`src/nss_defs.vh`:
```
`ifndef NSS_DEFS_VH
`define NSS_DEFS_VH

// symbol geometry
`define NSS_SYM_W 5
`define NSS_BIT_CNT_W 3
`define NSS_BIT_LAST 3'h4
`define NSS_BIT_FIRST 3'h0
`define NSS_MULT 5

// recovered symbol clock is high for bit counts below this value
`define NSS_SYMCLK_HIGH_CNT 3'h2
`define NSS_SYMCLK_FALL_CNT 3'h1

// line level of a forced logical 0 on a differential pair
`define NSS_FORCED_TRUE 1'b0

// timing
`define NSS_CLK_PERIOD_NS 10
`define NSS_SYM_PERIOD_NS 40
`define NSS_SYM_PERIOD_CYC ((`NSS_SYM_PERIOD_NS + `NSS_CLK_PERIOD_NS - 1) / `NSS_CLK_PERIOD_NS)
`define NSS_PERIOD_W 8

`endif

```
`src/nss_edge.v`:
```
`timescale 1ns/10ps
`default_nettype none

module nss_edge
(
    input wire clk_i,
    input wire arst_n_i,
    input wire sig_i,
    output wire rise_o,
    output wire fall_o
);

    reg last;

    always @(posedge clk_i or negedge arst_n_i)
    begin
        if (!arst_n_i)
            last <= 1'b0;
        else
            last <= sig_i;
    end

    assign rise_o = sig_i & ~last;
    assign fall_o = ~sig_i & last;

endmodule

`default_nettype wire

```
`src/nss_nrzi_rx.v`:
```
`timescale 1ns/10ps
`default_nettype none

module nss_nrzi_rx
#(
    parameter W = 5
)
(
    input wire clk_i,
    input wire arst_n_i,
    input wire bit_tick_i,
    input wire line_i,
    output reg [W-1:0] shift_o,
    output wire [W-1:0] next_shift_o
);

    reg retimed;
    wire nrz_bit;

    // a change of level between two bit samples is a one
    assign nrz_bit = line_i ^ retimed;
    assign next_shift_o = {shift_o[W-2:0], nrz_bit};

    always @(posedge clk_i or negedge arst_n_i)
    begin
        if (!arst_n_i)
        begin
            retimed <= 1'b0;
            shift_o <= {W{1'b0}};
        end
        else if (bit_tick_i)
        begin
            retimed <= line_i;
            shift_o <= next_shift_o;
        end
    end

endmodule

`default_nettype wire

```
`src/nss_serdes.v`:
```
// Functional notes
// - transmit bit clock is the local symbol clock rate times five
// - transmit symbol captured on each rising local symbol clock edge
// - captured symbol loaded into shifter at symbol boundary, shifted per bit
// - shifter output converted from NRZ to NRZI before the line pins
// - transmitter off low forces main line pair to logical 0
// - loop output pair forced 0 unless loopback asserted, then mirrors stream
// - receiver retimes serial data on recovered bit clock, then NRZI to NRZ
// - NRZ bits shift into the receive shifter on the recovered bit clock
// - receive output register updates on recovered symbol clock falling edge
// - recovered symbol clock is recovered bit clock divided by five
// - transmit test mode clocks logic from transmitter off pin, ignoring its off role
// - in transmit test mode symbol clock still loads input and resets counter
// - receive test mode clocks logic from loop input pair
// - receive loopback path unavailable in test mode
// - symbol most significant bit goes out first
// - signal detect low locks to local clock and holds output register low
// - loopback asserted selects loop input pair at the receiver
// - signal detect ignored by the receive path while receiver loopback selected; signal_detect_out_o still follows it
`timescale 1ns/10ps
`default_nettype none
`include "nss_defs.vh"

module nss_serdes
#(
    parameter PW = `NSS_PERIOD_W
)
(
    input wire clk_i,
    input wire arst_n_i,
    input wire local_symbol_clock_i,
    input wire [`NSS_SYM_W-1:0] transmit_symbol_in_i,
    input wire transmitter_off_n_i,
    input wire tx_loopback_select_n_i,
    input wire tx_test_i,
    output reg line_out_pair_p_o,
    output reg line_out_pair_n_o,
    output reg loop_out_pair_p_o,
    output reg loop_out_pair_n_o,
    input wire line_in_pair_p_i,
    input wire line_in_pair_n_i,
    input wire loop_in_pair_p_i,
    input wire loop_in_pair_n_i,
    input wire rx_loopback_select_n_i,
    input wire rx_test_i,
    input wire signal_detect_in_i,
    output reg signal_detect_out_o,
    output reg recovered_symbol_clock_o,
    output reg [`NSS_SYM_W-1:0] receive_symbol_out_o
);

    localparam [PW-1:0] SYM_PERIOD_RST = `NSS_SYM_PERIOD_CYC;
    localparam [PW:0] MULT = `NSS_MULT;
    localparam [PW-1:0] PER_MAX = {PW{1'b1}};

    // reference period measurement
    wire sym_rise;
    reg [PW-1:0] per_cnt;
    reg [PW-1:0] sym_period;

    nss_edge u_sym_edge
    (
        .clk_i(clk_i), .arst_n_i(arst_n_i), .sig_i(local_symbol_clock_i), .rise_o(sym_rise), .fall_o()
    );

    // the multiplier measures the reference and rebuilds five ticks per period
    always @(posedge clk_i or negedge arst_n_i)
    begin
        if (!arst_n_i)
        begin
            per_cnt <= {PW{1'b0}};
            sym_period <= SYM_PERIOD_RST;
        end
        else if (sym_rise)
        begin
            per_cnt <= {{(PW-1){1'b0}}, 1'b1};
            if (per_cnt != {PW{1'b0}})
                sym_period <= per_cnt;
        end
        else if (per_cnt != PER_MAX)
            per_cnt <= per_cnt + {{(PW-1){1'b0}}, 1'b1};
    end

    // transmit bit tick generator
    reg [PW-1:0] tx_acc;
    wire [PW:0] tx_sum;
    wire [PW:0] tx_rem;
    wire tx_nco_tick;
    wire tx_tclk_rise;
    wire tx_bit_tick;

    assign tx_sum = {1'b0, tx_acc} + MULT;
    assign tx_nco_tick = tx_sum >= {1'b0, sym_period};
    assign tx_rem = tx_sum - {1'b0, sym_period};

    nss_edge u_tx_tclk_edge
    (
        .clk_i(clk_i), .arst_n_i(arst_n_i), .sig_i(transmitter_off_n_i), .rise_o(tx_tclk_rise), .fall_o()
    );

    always @(posedge clk_i or negedge arst_n_i)
    begin
        if (!arst_n_i)
            tx_acc <= {PW{1'b0}};
        else if (!tx_nco_tick)
            tx_acc <= tx_sum[PW-1:0];
        else if (tx_rem >= {1'b0, sym_period})
            tx_acc <= {PW{1'b0}};
        else
            tx_acc <= tx_rem[PW-1:0];
    end

    assign tx_bit_tick = tx_test_i ? tx_tclk_rise : tx_nco_tick;

    // transmit datapath
    reg [`NSS_SYM_W-1:0] tx_in_reg;
    reg [`NSS_SYM_W-1:0] tx_shift;
    reg [`NSS_BIT_CNT_W-1:0] tx_bit_cnt;
    reg tx_nrzi;
    wire tx_boundary;
    wire next_tx_nrzi;
    wire tx_off_active;
    wire tx_loop_active;

    always @(posedge clk_i or negedge arst_n_i)
    begin
        if (!arst_n_i)
            tx_in_reg <= {`NSS_SYM_W{1'b0}};
        else if (sym_rise)
            tx_in_reg <= transmit_symbol_in_i;
    end

    assign tx_boundary = tx_bit_tick && (tx_bit_cnt == `NSS_BIT_LAST);

    always @(posedge clk_i or negedge arst_n_i)
    begin
        if (!arst_n_i)
            tx_bit_cnt <= `NSS_BIT_FIRST;
        else if (tx_test_i && sym_rise)
            tx_bit_cnt <= `NSS_BIT_FIRST;
        else if (tx_boundary)
            tx_bit_cnt <= `NSS_BIT_FIRST;
        else if (tx_bit_tick)
            tx_bit_cnt <= tx_bit_cnt + {{(`NSS_BIT_CNT_W-1){1'b0}}, 1'b1};
    end

    // the fifth bit leaves on the same tick that the next symbol loads
    always @(posedge clk_i or negedge arst_n_i)
    begin
        if (!arst_n_i)
            tx_shift <= {`NSS_SYM_W{1'b0}};
        else if (tx_boundary)
            tx_shift <= tx_in_reg;
        else if (tx_bit_tick)
            tx_shift <= {tx_shift[`NSS_SYM_W-2:0], 1'b0};
    end

    assign next_tx_nrzi = tx_bit_tick ? (tx_nrzi ^ tx_shift[`NSS_SYM_W-1]) : tx_nrzi;

    always @(posedge clk_i or negedge arst_n_i)
    begin
        if (!arst_n_i)
            tx_nrzi <= 1'b0;
        else
            tx_nrzi <= next_tx_nrzi;
    end

    // in test mode the off pin is a clock and cannot gate the line
    assign tx_off_active = !tx_test_i && !transmitter_off_n_i;
    assign tx_loop_active = !tx_loopback_select_n_i;

    always @(posedge clk_i or negedge arst_n_i)
    begin
        if (!arst_n_i)
        begin
            line_out_pair_p_o <= `NSS_FORCED_TRUE;
            line_out_pair_n_o <= ~`NSS_FORCED_TRUE;
            loop_out_pair_p_o <= `NSS_FORCED_TRUE;
            loop_out_pair_n_o <= ~`NSS_FORCED_TRUE;
        end
        else
        begin
            line_out_pair_p_o <= tx_off_active ? `NSS_FORCED_TRUE : next_tx_nrzi;
            line_out_pair_n_o <= tx_off_active ? ~`NSS_FORCED_TRUE : ~next_tx_nrzi;
            loop_out_pair_p_o <= tx_loop_active ? next_tx_nrzi : `NSS_FORCED_TRUE;
            loop_out_pair_n_o <= tx_loop_active ? ~next_tx_nrzi : ~`NSS_FORCED_TRUE;
        end
    end

    // receive source selection
    wire line_level;
    wire loop_level;
    wire rx_loop_active;
    wire rx_data;
    wire rx_data_rise;
    wire rx_data_fall;
    wire rx_tclk_rise;
    wire rx_hold_low;

    // an invalid differential state reads as low
    assign line_level = line_in_pair_p_i & ~line_in_pair_n_i;
    assign loop_level = loop_in_pair_p_i & ~loop_in_pair_n_i;

    // loop pair is the test clock
    assign rx_loop_active = !rx_loopback_select_n_i && !rx_test_i;

    assign rx_data = rx_loop_active ? loop_level : (signal_detect_in_i & line_level);

    assign rx_hold_low = !rx_loop_active && !signal_detect_in_i;

    nss_edge u_rx_data_edge
    (
        .clk_i(clk_i), .arst_n_i(arst_n_i), .sig_i(rx_data), .rise_o(rx_data_rise), .fall_o(rx_data_fall)
    );

    nss_edge u_rx_tclk_edge
    (
        .clk_i(clk_i), .arst_n_i(arst_n_i), .sig_i(loop_level), .rise_o(rx_tclk_rise), .fall_o()
    );

    // receive bit clock recovery
    reg [PW-1:0] rx_acc;
    wire [PW:0] rx_sum;
    wire [PW:0] rx_rem;
    wire rx_nco_tick;
    wire rx_bit_tick;

    assign rx_sum = {1'b0, rx_acc} + MULT;
    assign rx_nco_tick = rx_sum >= {1'b0, sym_period};
    assign rx_rem = rx_sum - {1'b0, sym_period};

    // a data edge re-centres the sample point half a bit away;
    // with no edges the loop free runs on the reference rate
    always @(posedge clk_i or negedge arst_n_i)
    begin
        if (!arst_n_i)
            rx_acc <= {PW{1'b0}};
        else if (rx_data_rise || rx_data_fall)
            rx_acc <= {1'b0, sym_period[PW-1:1]};
        else if (!rx_nco_tick)
            rx_acc <= rx_sum[PW-1:0];
        else if (rx_rem >= {1'b0, sym_period})
            rx_acc <= {PW{1'b0}};
        else
            rx_acc <= rx_rem[PW-1:0];
    end

    assign rx_bit_tick = rx_test_i ? rx_tclk_rise : rx_nco_tick;

    // receive datapath
    wire [`NSS_SYM_W-1:0] rx_next_shift;
    reg [`NSS_SYM_W-1:0] rx_word;
    reg [`NSS_BIT_CNT_W-1:0] rx_bit_cnt;
    wire [`NSS_BIT_CNT_W-1:0] next_rx_bit_cnt;

    nss_nrzi_rx #(.W(`NSS_SYM_W)) u_nrzi_rx
    (
        .clk_i(clk_i), .arst_n_i(arst_n_i), .bit_tick_i(rx_bit_tick), .line_i(rx_data), .shift_o(),
        .next_shift_o(rx_next_shift)
    );

    assign next_rx_bit_cnt = (rx_bit_cnt == `NSS_BIT_LAST) ? `NSS_BIT_FIRST :
                             rx_bit_cnt + {{(`NSS_BIT_CNT_W-1){1'b0}}, 1'b1};

    always @(posedge clk_i or negedge arst_n_i)
    begin
        if (!arst_n_i)
        begin
            rx_bit_cnt <= `NSS_BIT_FIRST;
            recovered_symbol_clock_o <= 1'b1;
        end
        else if (rx_bit_tick)
        begin
            rx_bit_cnt <= next_rx_bit_cnt;
            recovered_symbol_clock_o <= next_rx_bit_cnt < `NSS_SYMCLK_HIGH_CNT;
        end
    end

    always @(posedge clk_i or negedge arst_n_i)
    begin
        if (!arst_n_i)
            rx_word <= {`NSS_SYM_W{1'b0}};
        else if (rx_bit_tick && (rx_bit_cnt == `NSS_BIT_LAST))
            rx_word <= rx_next_shift;
    end

    always @(posedge clk_i or negedge arst_n_i)
    begin
        if (!arst_n_i)
            receive_symbol_out_o <= {`NSS_SYM_W{1'b0}};
        else if (rx_hold_low)
            receive_symbol_out_o <= {`NSS_SYM_W{1'b0}};
        else if (rx_bit_tick && (rx_bit_cnt == `NSS_SYMCLK_FALL_CNT))
            receive_symbol_out_o <= rx_word;
    end

    // signal detect retimed by the reference
    always @(posedge clk_i or negedge arst_n_i)
    begin
        if (!arst_n_i)
            signal_detect_out_o <= 1'b0;
        else if (sym_rise)
            signal_detect_out_o <= signal_detect_in_i;
    end

endmodule

`default_nettype wire

```
`config.mk`:
```
export PLATFORM = sky130hd
export DESIGN_NAME = nss_serdes
export DESIGN_NICKNAME = d
export VERILOG_FILES = /design/src/nss_edge.v /design/src/nss_nrzi_rx.v /design/src/nss_serdes.v
export VERILOG_INCLUDE_DIRS = /design/src /design/src/src
export SDC_FILE = /design/constraint.sdc
export NUM_CORES = 1
export LEC_CHECK = 0
export BUFFER_PORTS_ARGS = -buffer_cell sky130_fd_sc_hd__buf_2
export CAP_MARGIN = 20
export CORE_MARGIN = 5
export CORE_UTILIZATION = 50
export DETAILED_ROUTE_END_ITERATION = 12
export PLACE_DENSITY_LB_ADDON = 0.12
export SLEW_MARGIN = 20
export SYNTH_ARGS = -nofsm -noshare
export SYNTH_HDL_FRONTEND = slang
export SYNTH_HIERARCHICAL = 1
export SYNTH_SLANG_ARGS = --single-unit
```
`constraint.sdc`:
```
create_clock -name clk_i -period 4.5 [get_ports clk_i]
set_input_delay 0.225 -clock clk_i [delete_from_list [all_inputs] [get_ports clk_i]]
set_output_delay 0.225 -clock clk_i [all_outputs]
set_load 0.02 [all_outputs]
```
==> out/qor.yml, run 1 <==
synthesis:
  yosysWarnings: 6
  synth_cells: 471
  synth_nets: 532
  postSynthAreaPerCell_sq_um: 10.1
  synth_area_sq_um: 4750
global_route:
  antenna_found_initial: 0
  grt_pass1_wl_um: 16400
  grt_pass1_vias: 3435
  overflow: 0
  grt_max_degree: 75
  grt_usage: 0.176
setup_path:
  cp-start-kind: "flop"
  arrival_ns: 3.96
  cp_slowest_cell: "dfrtp_1"
  crit_chain: "ha_1, o2111ai_1, xnor2_1, ha_1, a21o_1, o21ai_0, a21oi_1, buf_4, nor2_1, ha_1, a21oi_1, o21ai_0, o21bai_1, o41ai_1"
  max_stage_delay_ns: 0.43
  cp-end-kind: "flop"
  cp_top_family: "compound AO/OA/AOI/OAI gates"
  worst_ep_required_time_ns: 4.74
  cp_common_cell: "ha_1"
  path_class: "flop to flop"
  critPathBufInv: 1
  path_max_fanout: 14
timing:
  final_hold_viol_count: 0
  period_minus_slack_ns: 3.72
  fin_skew_ns: 0.00992
  finalMaxSlewViolations: 0
  setup_violations: 0
  fmax_mhz: 269
  worstMarginPinSlew_ns: 0.904
  fin_setup_tns_ns: 0
  rsz0062_at_grt: "no"
  slew_headroom: 0.397
  fin_crit_sh: 0.827
cts:
  htreeDepth: 3
  post_cts_buffers: 0
  cts_tree: "built"
  clock-sinks: 74
  clkLatencyLatePin_ns: 0.34
  cts_buffer_depth: 2
  path_clk_slew_ns: 0.09
  cts_made_buffers: 9
  cts_root_buf: "clkbuf_8"
floorplanning:
  io_pins: 29
  die_h_um: 107
  die-width_um: 107
  die-area_sq_um: 11500
  core-area_sq_um: 9240
  rows: 35
  start_util: 0.514
final_layout:
  fin_util: 0.569
  final_cell_mix: "dfrtp_1 (70), ha_1 (41), nand2_1 (39), nor2_1 (39), inv_1 (28)"
  syn_to_final_growth_pct: 10.7
  final_common_cell: "dfrtp_1"
  drive_above_1_share: 0.181
  fin_nets: 563
  final_cells: 636
  num_antenna_cells: 0
routing:
  drt_iter0_drc: 153
  dr_total_vias: 3480
  wl_um: 9320
  drt-vias-per-instance: 5.47
  drtPass1Iterations: 4
  wl_per_cell_um: 14.7
  antenna_left: 0
  drcViolationCount: 0
status:
  outcome: "finished clean"
placement:
  io_buffers: 28
  gp_congestion: 0.909
  dp.cells: 618
  dp_hpwl_um: 7170
power:
  peakVddDrop_mv: 0.347
  finalPower_w: 0.00449
  leakagePower_nw: 2.50
  powerDensity_nw_per_um2: 854
job:
  max_cap_viol_count: 0
min_path:
  min-delay-path-class: "primary input to async pin"
==> stage by stage <==
step / hold slack (ns) / worst slack (ns) / area [sq um]
after floorplan: -0.0706 / 1.21 / 4750
after global placement: 0.345 / 0.897 / 5010
after detailed placement: 0.349 / 0.827 / 5010
after CTS: 0.0342 / 0.795 / 5260
after global routing: 0.0557 / 0.516 / 5260
final: 0.00456 / 0.780 / 5260
==> timing repair <==
item,in CTS,in global routing
endpoints found under the hold margin,2,0
hold buffers,2,0
resized for setup,0,0
==> power by group <==
| part | switching (W) | internal (W) | total [W] | leakage (nW) |
|---|---|---|---|---|
| Combinational | 0.00161 | 0.00124 | 0.00285 | 1.43 |
| Sequential | 0.000160 | 0.000877 | 0.00104 | 0.954 |
| Clock | 0.000266 | 0.000335 | 0.000600 | 0.118 |
| Total | 0.00203 | 0.00246 | 0.00449 | 2.50 |
==> worst paths after layout <==
kind                             startpoint                   to  slack (ns)  depth (start not counted)
setup / recovery                  tx_acc[0]            tx_acc[7]        0.78                         14
hold / removal                     arst_n_i           rx_word[4]       0.005                          1
setup reg to reg                  tx_acc[0]            tx_acc[7]        0.78                         14
hold reg to reg               sym_period[2]        sym_period[2]        0.47                          2
max in group asynchronous          arst_n_i            tx_acc[0]        3.90                          1
min in group clk_i         loop_in_pair_n_i  u_rx_tclk_edge/last        0.06                          2
==> area by class of cell <==
type                    instances  area (sq um)
fillers                       800          3980
multi-input cells             356          2720
well taps                     129           161
clock inverters                 6          95.1
flip-flops and latches         74          1860
inverters                      28           105
clock buffers                  10           138
repair buffers                 33           185
==> metal layers <==
metal	GRT usage	routed length [um]	vias up
met1	0.248	4640	1658
met4	0.0559	130	0
met3	0.0330	295	10
met2	0.274	4260	52
li1	-	-	1760
met5	0	0	-
Note: power is estimated with default switching activity, not from simulation.
==> run 2: changes to the inputs <==
==> constraint.sdc (replaced) <==
create_clock -name clk_i -period 3.9 [get_ports clk_i]
set_input_delay 0.195 -clock clk_i [delete_from_list [all_inputs] [get_ports clk_i]]
set_output_delay 0.195 -clock clk_i [all_outputs]
set_load 0.02 [all_outputs]
==> out/qor.yml, run 2 (same netlist as run 1, synthesis figures left out) <==
timing:
  fin_crit_sh: 0.934  # +0.107
  finalMaxSlewViolations: 0  # unchanged
  period_minus_slack_ns: 3.64  # -0.0776 ns
  setup_violations: 0  # unchanged
  fmax_mhz: 275  # +2.1%
  rsz0062_at_grt: "no"
  whs_ns: -0.0348  # -0.0393 ns
  slew_headroom: 0.387  # -0.0101
  worstMarginPinSlew_ns: 0.919  # +0.0151 ns
  fin_skew_ns: 0.0117  # +0.00181 ns
  final_hold_viol_count: 21  # +21
  fin_setup_tns_ns: 0  # unchanged
floorplanning:
  die_h_um: 107  # unchanged
  io_pins: 29  # unchanged
  start_util: 0.514  # unchanged
  rows: 35  # unchanged
  die-width_um: 107  # unchanged
  die-area_sq_um: 11500  # unchanged
  core-area_sq_um: 9240  # unchanged
global_route:
  grt_pass1_wl_um: 17000  # +3.4%
  grt_pass1_vias: 3577  # +4.1%
  grt_max_degree: 75  # unchanged
  antenna_found_initial: 0  # unchanged
  grt_usage: 0.182  # +0.00566
  overflow: 0  # unchanged
final_layout:
  drive_above_1_share: 0.187  # +0.00518
  seqCellArea_sq_um: 1860  # unchanged
  num_antenna_cells: 0  # unchanged
  final_cell_mix: "dfrtp_1 (70), ha_1 (41), nand2_1 (39), nor2_1 (39), inv_1 (28)"
  syn_to_final_growth_pct: 11.9
  fillers: 799  # -0.13%
  final_common_cell: "dfrtp_1"
  fin_nets: 565  # +0.36%
  multi_input_area_sq_um: 2730  # +0.37%
cts:
  cts_root_buf: "clkbuf_8"
  htreeDepth: 3  # unchanged
  cts_buffer_depth: 2  # unchanged
  path_clk_slew_ns: 0.09  # about the same
  clock-sinks: 74  # unchanged
  clkLatencyLatePin_ns: 0.35  # about the same
  cts_made_buffers: 9  # unchanged
  cts_tree: "built"
  post_cts_buffers: 0  # unchanged
routing:
  wl_per_cell_um: 15.3  # +4.3%
  antenna_left: 0  # unchanged
  drcViolationCount: 0  # unchanged
  dr_total_vias: 3544  # +1.8%
  drt-vias-per-instance: 5.55  # +1.5%
  drt_iter0_drc: 126  # -18%
  wl_um: 9750  # +4.6%
  drtPass1Iterations: 4  # unchanged
setup_path:
  path_class: "flop to flop"
  arrival_ns: 3.88  # -0.08 ns
  cp-start-kind: "flop"
  path_max_fanout: 8  # -6
  worst_ep_required_time_ns: 4.14  # -0.60 ns
  reg2reg_slack_ns: 0.26  # -0.52 ns
  cp-end-kind: "flop"
job:
  max_cap_viol_count: 0  # unchanged
status:
  violations: "negative hold slack"
  outcome: "complete, but fails checks"
placement:
  io_buffers: 28  # unchanged
  gp_congestion: 0.890  # -2.1%
  dp_hpwl_um: 7290  # +1.6%
min_path:
  min-delay-path-class: "primary input to async pin"
[run 2: cell count changes in the layout (fill, tap and decap cells not counted), sizes merged]
cell / before / now
buf: 31 / 33
bufinv: 2 / 4
inv: 31 / 29
[run 2: worst paths after layout]
path / cells after the start / from / end
hold reg to reg: 2 / sym_period[2] / sym_period[2]
min in group clk_i: 2 / loop_in_pair_n_i / u_rx_tclk_edge/last
setup reg to reg: 13 / tx_acc[0] / tx_acc[7]
max in group asynchronous: 1 / arst_n_i / line_out_pair_p_o
setup / recovery: 13 / tx_acc[0] / tx_acc[7]
hold / removal: 1 / arst_n_i / u_nrzi_rx/shift_o[3]
[run 2: timing repair]
action	4_1_cts	5_1_grt
endpoints found under the setup margin	0	4
hold buffers	2	0
resized for setup	0	3
hold endpoints to repair	2	0
[run 2: critical path: stages (launching register included)]
cell and delay [ns]:
dfrtp_1 0.43, ha_1 0.27, xnor2_1 0.26, ha_1 0.32, nor2b_1 0.15, o21a_1 0.21
o21a_1 0.19, o311ai_1 0.33, ha_1 0.32, a21o_1 0.17, a21oi_1 0.15, o21ai_0 0.12
o21bai_2 0.29, o41ai_1 0.33
[run 2: per-layer routing]
layer	track usage	wire, um	vias up
met5	0	0	-
met3	0.0312	304	13
met1	0.256	4750	1701
met2	0.286	4570	65
met4	0.0568	137	0
li1	-	-	1765
[run 2: per-stage QoR]
| stage | worst slack, ns | cells | utilization | cell area (sq um) | hold slack (ns) |
|---|---|---|---|---|---|
| after global placement | 0.295 | 620 | 0.543 | 5020 | 0.314 |
| after floorplan | 0.608 | 471 | - | 4750 | -0.101 |
| final | 0.257 | 638 | 0.575 | 5320 | -0.0348 |
| after detailed placement | 0.221 | 620 | 0.543 | 5020 | 0.318 |
| after CTS | 0.156 | 638 | 0.574 | 5310 | 0.00852 |
| after global routing | 0.0249 | 638 | 0.575 | 5320 | 0.0183 |
[run 2: cell type report]
| cell class | count | share of cell area |
|---|---|---|
| repair buffers | 35 | 0.0377 |
| clock buffers | 10 | 0.0240 |
| flip-flops and latches | 74 | 0.349 |
| inverters | 28 | 0.0198 |
| well taps | 129 | 0.0304 |
| clock inverters | 6 | 0.0259 |
| multi-input cells | 356 | 0.513 |
Power of run 2 is left out: the tool's default activity adds up to more than one toggle a clock period on the data nets, which glitch-free logic cannot reach.
